===== config.mk =====
export PLATFORM = sky130hd
export DESIGN_NAME = sincos_voltage_plausibility_monitor
export DESIGN_NICKNAME = d
export VERILOG_FILES = /design/src/verilog/plaus_pkg.sv /design/src/verilog/sincos_voltage_plausibility_monitor.sv
export SDC_FILE = /design/constraint.sdc
export NUM_CORES = 1
export LEC_CHECK = 0
export ABC_AREA = 1
export BUFFER_PORTS_ARGS = -buffer_cell sky130_fd_sc_hd__buf_4
export CAP_MARGIN = 20
export CORE_ASPECT_RATIO = 1.4
export CORE_UTILIZATION = 41
export DETAILED_ROUTE_END_ITERATION = 7
export GPL_TIMING_DRIVEN = 0
export PLACE_DENSITY_LB_ADDON = 0.25
export SLEW_MARGIN = 20
export SYNTH_ARGS = -nofsm -noshare
export SYNTH_HDL_FRONTEND = slang
export SYNTH_SLANG_ARGS = --single-unit

===== constraint.sdc =====
create_clock -name ref_clk -period 16 [get_ports ref_clk]
set_input_delay 0.8 -clock ref_clk [delete_from_list [all_inputs] [get_ports ref_clk]]
set_output_delay 0.8 -clock ref_clk [all_outputs]
set_load 0.005 [all_outputs]

===== src/verilog/plaus_pkg.sv =====
// Shared constants for the sine/cosine voltage plausibility monitor
package plaus_pkg;
  localparam int unsigned CLK_HZ             = 200_000_000;
  localparam int unsigned RECOVERY_LONG_MS   = 1000;
  localparam int unsigned RECOVERY_SHORT_MS  = 140;
  localparam int unsigned RECOVERY_LONG_CYC  = (CLK_HZ / 1000) * RECOVERY_LONG_MS;
  localparam int unsigned RECOVERY_SHORT_CYC = (CLK_HZ / 1000) * RECOVERY_SHORT_MS;
  localparam int unsigned REC_CNT_W          = 28;
  localparam int unsigned ADC_W              = 12;
  localparam int unsigned VEC_MIN_DEF        = 800;
  localparam int unsigned VEC_MAX_DEF        = 2400;
  localparam int unsigned MIN_STEP_DEF       = 800;
  localparam int unsigned MIN_DEV_DEF        = 64;
  localparam logic        RELIABLE_RST       = 1'b0;

  typedef enum logic [2:0] {
    ST_UNRELIABLE = 3'b001,
    ST_RECOVER    = 3'b010,
    ST_RELIABLE   = 3'b100
  } rel_state_t;
endpackage : plaus_pkg


===== src/verilog/sincos_voltage_plausibility_monitor.sv =====
// Sine/cosine voltage plausibility monitor with error recovery timing
`timescale 1ns/1ps
// Function
// - While enabled, continuously test sine/cosine voltage relationship.
// - Invalid voltage condition marks the motion reliability bits unreliable.
// - Valid again only after all checks pass uninterrupted for recovery time.
// - Recovery time fixed 1 s in one variant, 0.14 s or 1 s otherwise.
// - Vector length outside tolerance band flags an error.
// - Cosine moved by minimum length: sine must show expected deviation.
// - Sine moved by minimum length: cosine must show expected deviation.
// - Each channel value is positive minus negative input line.
module sincos_voltage_plausibility_monitor #(
  parameter int unsigned W             = plaus_pkg::ADC_W,
  parameter bit          FIXED_VARIANT = 1'b0,
  parameter int unsigned VEC_MIN       = plaus_pkg::VEC_MIN_DEF,
  parameter int unsigned VEC_MAX       = plaus_pkg::VEC_MAX_DEF,
  parameter int unsigned MIN_STEP      = plaus_pkg::MIN_STEP_DEF,
  parameter int unsigned MIN_DEV       = plaus_pkg::MIN_DEV_DEF,
  parameter int unsigned REC_LONG_CYC  = plaus_pkg::RECOVERY_LONG_CYC,
  parameter int unsigned REC_SHORT_CYC = plaus_pkg::RECOVERY_SHORT_CYC
) (
  input  wire logic         ref_clk,
  input  wire logic         reset_n,
  input  wire logic         monitor_enable,
  input  wire logic         short_recovery_sel,
  input  wire logic         other_checks_ok,
  input  wire logic         sample_valid,
  input  wire logic [W-1:0] sin_pos,
  input  wire logic [W-1:0] sin_neg,
  input  wire logic [W-1:0] cos_pos,
  input  wire logic [W-1:0] cos_neg,
  output logic              motion_reliable_r,
  output logic              vector_err_r,
  output logic              deviation_err_r
);
  localparam int unsigned DW = W + 1;
  localparam int unsigned SW = 2 * DW + 1;
  localparam int unsigned CW = plaus_pkg::REC_CNT_W;
  // Squared limits avoid a square root in hardware
  localparam logic [SW-1:0] VMIN_SQ  = SW'(VEC_MIN * VEC_MIN);
  localparam logic [SW-1:0] VMAX_SQ  = SW'(VEC_MAX * VEC_MAX);
  localparam logic [DW:0]   STEP_LIM = (DW+1)'(MIN_STEP);
  localparam logic [DW:0]   DEV_LIM  = (DW+1)'(MIN_DEV);

  function automatic logic [DW:0] abs_diff(input logic signed [DW-1:0] a, input logic signed [DW-1:0] b);
    logic signed [DW:0] d;
    d = (DW+1)'(a) - (DW+1)'(b);
    abs_diff = d[DW] ? (DW+1)'(-d) : (DW+1)'(d);
  endfunction : abs_diff

  logic signed [DW-1:0] sin_d_r;
  logic signed [DW-1:0] cos_d_r;
  logic                 diff_valid_r;
  logic signed [DW-1:0] sin_ref_r;
  logic signed [DW-1:0] cos_ref_r;
  logic                 ref_valid_r;
  logic [CW-1:0]        rec_cnt_r;
  logic [CW-1:0]        rec_limit;
  plaus_pkg::rel_state_t state_r;
  logic [SW-1:0]        mag_sq;
  logic [DW:0]          sin_step;
  logic [DW:0]          cos_step;
  logic                 vec_bad;
  logic                 cos_moved;
  logic                 sin_moved;
  logic                 dev_bad;
  logic                 fail_now;

  // Differential channel values, one cycle after the converter strobe
  always_ff @(posedge ref_clk or negedge reset_n) begin
    if (!reset_n) begin
      sin_d_r      <= '0;
      cos_d_r      <= '0;
      diff_valid_r <= 1'b0;
    end else begin
      diff_valid_r <= sample_valid;
      if (sample_valid) begin
        sin_d_r <= $signed({1'b0, sin_pos}) - $signed({1'b0, sin_neg});
        cos_d_r <= $signed({1'b0, cos_pos}) - $signed({1'b0, cos_neg});
      end
    end
  end

  always_comb begin
    mag_sq    = SW'(sin_d_r) * SW'(sin_d_r) + SW'(cos_d_r) * SW'(cos_d_r);
    vec_bad   = (mag_sq < VMIN_SQ) || (mag_sq > VMAX_SQ);
    sin_step  = abs_diff(sin_d_r, sin_ref_r);
    cos_step  = abs_diff(cos_d_r, cos_ref_r);
    cos_moved = ref_valid_r && (cos_step >= STEP_LIM);
    sin_moved = ref_valid_r && (sin_step >= STEP_LIM);
    dev_bad   = (cos_moved && (sin_step < DEV_LIM))
             || (sin_moved && (cos_step < DEV_LIM));
  end

  // Vector length check per sample
  always_ff @(posedge ref_clk or negedge reset_n) begin
    if (!reset_n) begin
      vector_err_r <= 1'b0;
    end else if (!monitor_enable) begin
      vector_err_r <= 1'b0;
    end else if (diff_valid_r) begin
      vector_err_r <= vec_bad;
    end
  end

  // Deviation check; reference moves once either channel has travelled far enough
  always_ff @(posedge ref_clk or negedge reset_n) begin
    if (!reset_n) begin
      deviation_err_r <= 1'b0;
      sin_ref_r       <= '0;
      cos_ref_r       <= '0;
      ref_valid_r     <= 1'b0;
    end else if (!monitor_enable) begin
      deviation_err_r <= 1'b0;
      ref_valid_r     <= 1'b0;
    end else if (diff_valid_r) begin
      deviation_err_r <= dev_bad;
      if (!ref_valid_r || cos_moved || sin_moved) begin
        sin_ref_r   <= sin_d_r;
        cos_ref_r   <= cos_d_r;
        ref_valid_r <= 1'b1;
      end
    end
  end

  // Live select; a change mid-wait only moves the finish line
  assign rec_limit = (!FIXED_VARIANT && short_recovery_sel) ? CW'(REC_SHORT_CYC) : CW'(REC_LONG_CYC);
  assign fail_now  = vector_err_r || deviation_err_r || !other_checks_ok;

  // Reliability state and uninterrupted good time
  always_ff @(posedge ref_clk or negedge reset_n) begin
    if (!reset_n) begin
      state_r           <= plaus_pkg::ST_UNRELIABLE;
      rec_cnt_r         <= '0;
      motion_reliable_r <= plaus_pkg::RELIABLE_RST;
    end else begin
      case (state_r)
        plaus_pkg::ST_RELIABLE: begin
          if (fail_now) begin
            state_r           <= plaus_pkg::ST_UNRELIABLE;
            motion_reliable_r <= 1'b0;
            rec_cnt_r         <= '0;
          end
        end
        plaus_pkg::ST_UNRELIABLE, plaus_pkg::ST_RECOVER: begin
          if (fail_now) begin
            state_r   <= plaus_pkg::ST_UNRELIABLE;
            rec_cnt_r <= '0;
          end else if (rec_cnt_r >= rec_limit - CW'(1)) begin
            state_r           <= plaus_pkg::ST_RELIABLE;
            motion_reliable_r <= 1'b1;
            rec_cnt_r         <= '0;
          end else begin
            state_r   <= plaus_pkg::ST_RECOVER;
            rec_cnt_r <= rec_cnt_r + CW'(1);
          end
        end
        default: begin
          state_r           <= plaus_pkg::ST_UNRELIABLE;
          motion_reliable_r <= 1'b0;
          rec_cnt_r         <= '0;
        end
      endcase
    end
  end

  a_fail_marks_bad: assert property (@(posedge ref_clk) disable iff (!reset_n)
    fail_now |=> !motion_reliable_r)
    else $error("failure did not mark motion data unreliable");

  a_fail_restarts_wait: assert property (@(posedge ref_clk) disable iff (!reset_n)
    fail_now |=> rec_cnt_r == '0)
    else $error("failure did not restart recovery wait");

  a_rise_after_full: assert property (@(posedge ref_clk) disable iff (!reset_n)
    $rose(motion_reliable_r) |-> $past(rec_cnt_r) >= $past(rec_limit) - CW'(1) && !$past(fail_now))
    else $error("reliable restored before recovery time elapsed");

  a_vector_band: assert property (@(posedge ref_clk) disable iff (!reset_n)
    diff_valid_r && monitor_enable |=> vector_err_r == $past(vec_bad))
    else $error("vector length verdict wrong");

  a_cos_moved_sin: assert property (@(posedge ref_clk) disable iff (!reset_n)
    diff_valid_r && monitor_enable && cos_moved && sin_step < DEV_LIM |=> deviation_err_r)
    else $error("stuck sine not flagged");

  a_sin_moved_cos: assert property (@(posedge ref_clk) disable iff (!reset_n)
    diff_valid_r && monitor_enable && sin_moved && cos_step < DEV_LIM |=> deviation_err_r)
    else $error("stuck cosine not flagged");

  a_diff_values: assert property (@(posedge ref_clk) disable iff (!reset_n)
    sample_valid |=> sin_d_r == $signed({1'b0, $past(sin_pos)}) - $signed({1'b0, $past(sin_neg)})
                  && cos_d_r == $signed({1'b0, $past(cos_pos)}) - $signed({1'b0, $past(cos_neg)}))
    else $error("channel difference wrong");

  a_disabled_quiet: assert property (@(posedge ref_clk) disable iff (!reset_n)
    !monitor_enable |=> !vector_err_r && !deviation_err_r)
    else $error("voltage errors raised while monitoring disabled");

  a_vec_to_bad: assert property (@(posedge ref_clk) disable iff (!reset_n)
    diff_valid_r && monitor_enable && vec_bad |-> ##2 !motion_reliable_r)
    else $error("vector error did not reach reliability bits");

  // Verdicts stand between samples, so a slow converter cannot blink the flags
  a_err_holds: assert property (@(posedge ref_clk) disable iff (!reset_n)
    !diff_valid_r && monitor_enable |=> $stable(vector_err_r) && $stable(deviation_err_r))
    else $error("voltage error changed without a new sample");

  // Good cycles count one by one; a live select change only moves the limit
  a_good_counts_up: assert property (@(posedge ref_clk) disable iff (!reset_n)
    !motion_reliable_r && !fail_now && rec_cnt_r < rec_limit - CW'(1) |=> rec_cnt_r == $past(rec_cnt_r) + CW'(1))
    else $error("recovery wait did not advance");

  // Main scenarios
  c_recovered: cover property (@(posedge ref_clk) disable iff (!reset_n) $rose(motion_reliable_r));
  c_vec_fail:  cover property (@(posedge ref_clk) disable iff (!reset_n) $rose(vector_err_r));
  c_dev_fail:  cover property (@(posedge ref_clk) disable iff (!reset_n) $rose(deviation_err_r));
  c_lost:      cover property (@(posedge ref_clk) disable iff (!reset_n) $fell(motion_reliable_r));
  c_restart:   cover property (@(posedge ref_clk) disable iff (!reset_n)
    !motion_reliable_r && rec_cnt_r != '0 && fail_now);
endmodule : sincos_voltage_plausibility_monitor


Word-level counts from Yosys, hierarchy flattened:

Cells that the tools add are included.

* reduce and logical (&&, ||, !) cells: 16
* multiply operators: 2
* mux-type cells: 22
* add/sub/neg operators: 9
* equality and inequality tests: 8
* magnitude comparators: 7

Operator list (count)
* 28-bit 2-to-1 mux: 4
* 28-bit one-hot mux with 2 select lines: 1
* 13-bit by 13-bit multiplier with 26-bit output: 2
* 28-bit by 1-bit adder with 28-bit output (second input constant): 1
* 14-bit by 10-bit greater-or-equal comparator with 1-bit output (second input constant): 2
* 28-bit greater-or-equal comparator: 1
* 14-bit by 7-bit < comparator with 1-bit output (second input constant): 2
* 14-bit 2-to-1 mux: 2
* 14-bit negation: 2
* 13-bit by 13-bit subtractor with 14-bit output: 2
* 28-bit by 1-bit subtractor with 28-bit output (second input constant): 1
* 26-bit by 26-bit adder with 27-bit output: 1
* 27-bit by 23-bit greater-than comparator with 1-bit output (second input constant): 1
* 27-bit by 20-bit < comparator with 1-bit output (second input constant): 1
* 12-bit by 12-bit subtractor with 13-bit output: 2
* 1-bit 2-to-1 mux: 10
* 3-bit 2-to-1 mux: 3
* 1-bit logical OR: 6
* 2-bit inequality test (second input constant): 3
* 3-bit one-hot mux with 2 select lines: 1
* 3-bit AND reduction: 2
* 1-bit logical AND: 4
* 2-bit by 1-bit inequality test with 1-bit output (second input constant): 2
* 3-bit by 1-bit equality test with 1-bit output (second input constant): 1
* other kinds (6): 7

* output and inout port bits: 3
* input bits: 54
* flip-flop bits (word level): 88

Longest topological paths before layout:

* word-level depth: 10
* mapped depth: 37
* gate-level depth less buffers: 35

Least setup slack after synthesis:

No wires, ideal clock.

* kind: reg2reg
* start: reg cos_d_r[12]
* end: reg vector_err_r
* setup slack: 9.120 ns
* stages on the path, launching flop included: 29
* buffers on the path: 2
* data required time: 15.883 ns
* data arrival time: 6.763 ns
* clock period less this slack: 6.880 ns
* cells stage by stage: dfrtp_1 clkbuf_1 clkbuf_1 nand2_1 fa_1 inv_1 fa_1 fa_1 fa_1 fa_1 fa_1 inv_1 fa_1 inv_1 ha_1 a21oi_1 o21ai_0 a31oi_1 nand3_1 xnor2_1 nand2_1 nor2_1 nand2_1 nor2_1 nand3b_1 nand2_1 nand2_1 nand2_1 nand2_1

* word-level cells in the longest chain between the ends: 6

Ends and longest elaborated chain
* from (decl): RTL line sincos_voltage_plausibility_monitor.sv:52 `logic signed [DW-1:0] cos_d_r;`
* from (signal assigned): RTL line sincos_voltage_plausibility_monitor.sv:79 `cos_d_r <= $signed({1'b0, cos_pos}) - $signed({1'b0, cos_neg});`
* 13-bit by 13-bit multiplier with 26-bit output (*): RTL line sincos_voltage_plausibility_monitor.sv:85 `mag_sq = SW'(sin_d_r) * SW'(sin_d_r) + SW'(cos_d_r) * SW'(cos_d_r);`
* 26-bit by 26-bit adder with 27-bit output (*): RTL line sincos_voltage_plausibility_monitor.sv:85
* 27-bit by 20-bit < comparator with 1-bit output or 27-bit by 23-bit greater-than comparator with 1-bit output (tied branches): RTL line sincos_voltage_plausibility_monitor.sv:86 `vec_bad = (mag_sq < VMIN_SQ) || (mag_sq > VMAX_SQ);`
* 1-bit logical OR (*): RTL line sincos_voltage_plausibility_monitor.sv:86
* 1-bit 2-to-1 mux (*): RTL line sincos_voltage_plausibility_monitor.sv:101 `end else if (diff_valid_r) begin`
* 1-bit 2-to-1 mux (*): RTL line sincos_voltage_plausibility_monitor.sv:99 `end else if (!monitor_enable) begin`
* to (signal assigned): RTL line sincos_voltage_plausibility_monitor.sv:102 `vector_err_r <= vec_bad;`
* to (decl): RTL line sincos_voltage_plausibility_monitor.sv:33 `output logic vector_err_r,`

Mark *: on every way between the ends. The rest lies on a longest branch, timed or not. The select of a mux whose other input is x is not followed.
A chain may end at the register's enable or synchronous reset.

Worst setup path after layout:

Ends and elaborated chain as after synthesis.

==> flow_metrics.tcl <==
set metrics [dict create \
    worst_skew_pair.late_latency_ns 0.36 \
    rr_worst_depth 27 \
    final_design_area_no_fill_um2 21200 \
    post_detail_place_hpwl_mm 43.6 \
    core.rowCount 94 \
    synth_sequential_area_ratio_pct 11.2 \
    critical_path_peak_fanout 10 \
    setup_violations 0 \
    post_synth_main_area_contributors "fa_1 36%, inv_1 13%, dfrtp_1 11%, ha_1 11%, nand2_1 9.6%" \
    critical-path-max-stage-delay_ns 0.72 \
    die_h_um 261 \
    timing.critical_path.depth 27 \
    floorplan.die.width_um 187 \
    tightestPinTransition_ns 0.853 \
    critPathTopFamily "adder cells" \
    min_delay_path_depth 2 \
    post_cts_setup_buffers 0 \
    post_cts_hold_buffer_count 0 \
    vias_per_cell 4.87 \
    place_congestion 0.929 \
    synth_enable_flop_cells 0 \
    first_iter_violations 579 \
    globalRoute.totalOverflow 0 \
    clock_path_buffers 2 \
    io_pins 57 \
    timing.final.crit_period_ns 8.71 \
    filler_cell_count 4653 \
    synth_flop_cell "dfrtp_1" \
    period_share_pct 54.5 \
    cts_made_buffers 9 \
    timing.critical_path.slowest_stage_cell "fa_1" \
    worst-endpoint-arrival_ns 8.96 \
    cts_htree_levels 3 \
    route.detailed.wl_per_inst_um 15.6 \
    cts_tree "built" \
    grt_pass1_wl_mm 83.6 \
    cts_root_buf "clkbuf_16" \
    setup_total_negative_slack_ns 0 \
    finalMaxSlewViolations 0 \
    antenna_violating_nets_post_route 0 \
    via_count_of_the_first_global_routing_pass 16600 \
    remaining_drc_errors 0 \
    synth.cell_area_um2 19700 \
    timing.fmax_ghz 0.115 \
    synthesis.nets 3037 \
    grt_max_degree 89 \
    fp.coreArea_um2 47200 \
    initial_core_util_pct 41.7 \
    design.final.nets 3104 \
    synth_area_leader_cell "fa_1" \
    max_slew_margin_pct 42.7 \
    outcome "finished clean" \
    cts.sinks 88 \
    timing.critical_path.to_type "register" \
    worst_path_clk_slew_ns 0.06 \
    hold_path.class "register to register" \
    synth_seq_cells 88 \
    synth_warnings 0 \
    crit_path_frequent_cell "fa_1" \
    grt_antenna_before_repair 0 \
    ctsResizeCount 0 \
    required_ns 16.25 \
    routed_wl_mm 49.2 \
    fraction_of_final_layout_cells_with_drive_strength_greater_than_1_pct 5.33 \
    synthToLayoutAreaGrowth_pct 7.58 \
    place.port_buffers 56 \
    timing_hold_violations_final 0 \
    start_to_end_type_of_the_worst_setup_path "register to register" \
    critical_path.n_buffers_inverters 7 \
    area_of_placed_instances_um2 20900 \
    critical_path.startpoint_type "register" \
    routed-via-count 15400 \
    proportion_of_netlist_area_held_by_the_largest_area_contributor_pct 35.9 \
    track_usage_pct 21.6 \
    post_synth.cell_area_avg_um2 8.01 \
    maxCapViolCount 0 \
    synth_cell_type_count 50 \
    fraction_of_synthesis_flops_using_an_asynchronous_set_or_reset_pin_pct 100 \
    finClkSkew_ns 0.00882 \
    rsz0062_at_grt "no" \
    floorplan.die_area_um2 48900 \
    drt_first_pass_iters 5 \
    synth_cells 2459 \
]
state kept, by name (all words and copies together), names as in the netlist:
signal	flops
cos_d_r	13
cos_ref_r	13
deviation_err_r	1
diff_valid_r	1
motion_reliable_r	1
rec_cnt_r	28
ref_valid_r	1
sin_d_r	13
sin_ref_r	13
state_r	3
vector_err_r	1
cells in the mapped netlist, types with 3 or more instances:
master and n:
buf_6 6, a21boi_0 3, nand4_1 27, a21oi_2 4
o21bai_1 11, xnor2_1 31, inv_1 688, o21a_1 3
nor3_1 14, a21oi_1 67, nand2_1 503, nand3_1 100
o22ai_1 22, nor2_1 111, inv_2 5, dfrtp_1 87
a21o_1 3, fa_1 353, ha_1 171, o21ai_0 57
nand2_2 11, xor2_2 3, clkbuf_1 48, o21ai_1 3
nand3b_1 12, xor2_1 56, nor4_1 8, nand3_2 6
nor2_2 7, or2_2 7, nor3_2 3, a31o_2 3
o31ai_1 3
worst reg2reg max path, cell delays in order, from the launching register on:
cell      delay [ns]
dfrtp_1         0.38
clkbuf_1        0.58
clkbuf_1        0.46
nand2_1         0.15
fa_1            0.72
inv_1           0.16
fa_1            0.62
fa_1            0.58
inv_1           0.06
fa_1            0.53
inv_1           0.07
fa_1            0.52
fa_1            0.56
inv_1           0.06
fa_1            0.54
inv_1           0.05
ha_1            0.37
nand2_1         0.18
nor4_1          0.60
o21ai_0         0.40
nand4_1         0.18
nand4_1         0.18
nor2_1          0.14
nand3b_1        0.09
nand2_1         0.07
nand2_1         0.19
nand2_1         0.13
nand2_1         0.05
path summary, 6_finish.rpt:
check,slack [ns],startpoint,endpoint
setup / recovery,7.29,cos_d_r[12],vector_err_r
hold / removal,0.47,sin_ref_r[7],sin_ref_r[7]
setup reg to reg,7.29,cos_d_r[12],vector_err_r
hold reg to reg,0.47,sin_ref_r[7],sin_ref_r[7]
max in group asynchronous,14.93,reset_n,diff_valid_r
min in group asynchronous,0.49,reset_n,cos_ref_r[3]
cells by family after synthesis:
| group | after synthesis | share of synthesized area (%) |
|---|---|---|
| and+or+nand+nor | 816 | 17.7 |
| buffers and inverters | 752 | 14.6 |
| adders and majority gates | 524 | 46.8 |
| AOI/OAI and AO/OA | 188 | 5.53 |
| xor gates and xnor gates | 91 | 4.20 |
| DFF | 88 | 11.2 |
cells in the final DEF (no fill, tap or decap), types with 4 or more instances in the layout:
cell type	count
or2_2	7
nand3_1	100
a21oi_2	4
o22ai_1	22
nand3b_1	12
nand2_1	503
a21oi_1	67
dfrtp_1	87
xnor2_1	31
o21bai_1	11
nand3_2	6
inv_1	688
xor2_1	56
nand4_1	27
fa_1	353
nand2_2	11
ha_1	171
nor3_1	13
nor2_2	7
nor2_1	111
inv_2	5
nor4_1	8
buf_4	55
buf_6	7
clkbuf_1	48
o21ai_0	57
nor3_2	4
clkbuf_16	9
layout make-up:
cell class,count,area (um^2),share of cell area [%]
multi-input combinational,1619,14600,69.0
inverter,695,2610,12.3
sequential,88,2200,10.4
tap,624,781,3.69
timing repair buffer,56,424,2.00
buffer,57,260,1.23
clock buffer,10,239,1.13
clock inverter,6,41.3,0.195
antenna,1,2.50,0.0118
metrics by stage:
step	std cells	setup slack, ns	util, %	hold WS [ns]
finish	3156	7.29	44.9	0.472
global route	3155	6.60	44.9	0.500
CTS	3155	7.27	44.9	0.473
detailed placement	3139	7.30	44.3	0.458
global placement	3139	7.34	44.3	0.455
floorplan	2459	9.12	-	0.442
layer usage:
layer | up-vias | track usage (%) | routed length (um)
met1 | 7598 | 24.7 | 19200
li1 | 7408 | - | -
met2 | 258 | 41.2 | 26900
met5 | - | 0 | 0
met4 | 0 | 9.43 | 2030
met3 | 95 | 1.49 | 1110
Power is left out: the tool's default activity adds up to more than one toggle a clock period on the data nets, which glitch-free logic cannot reach.
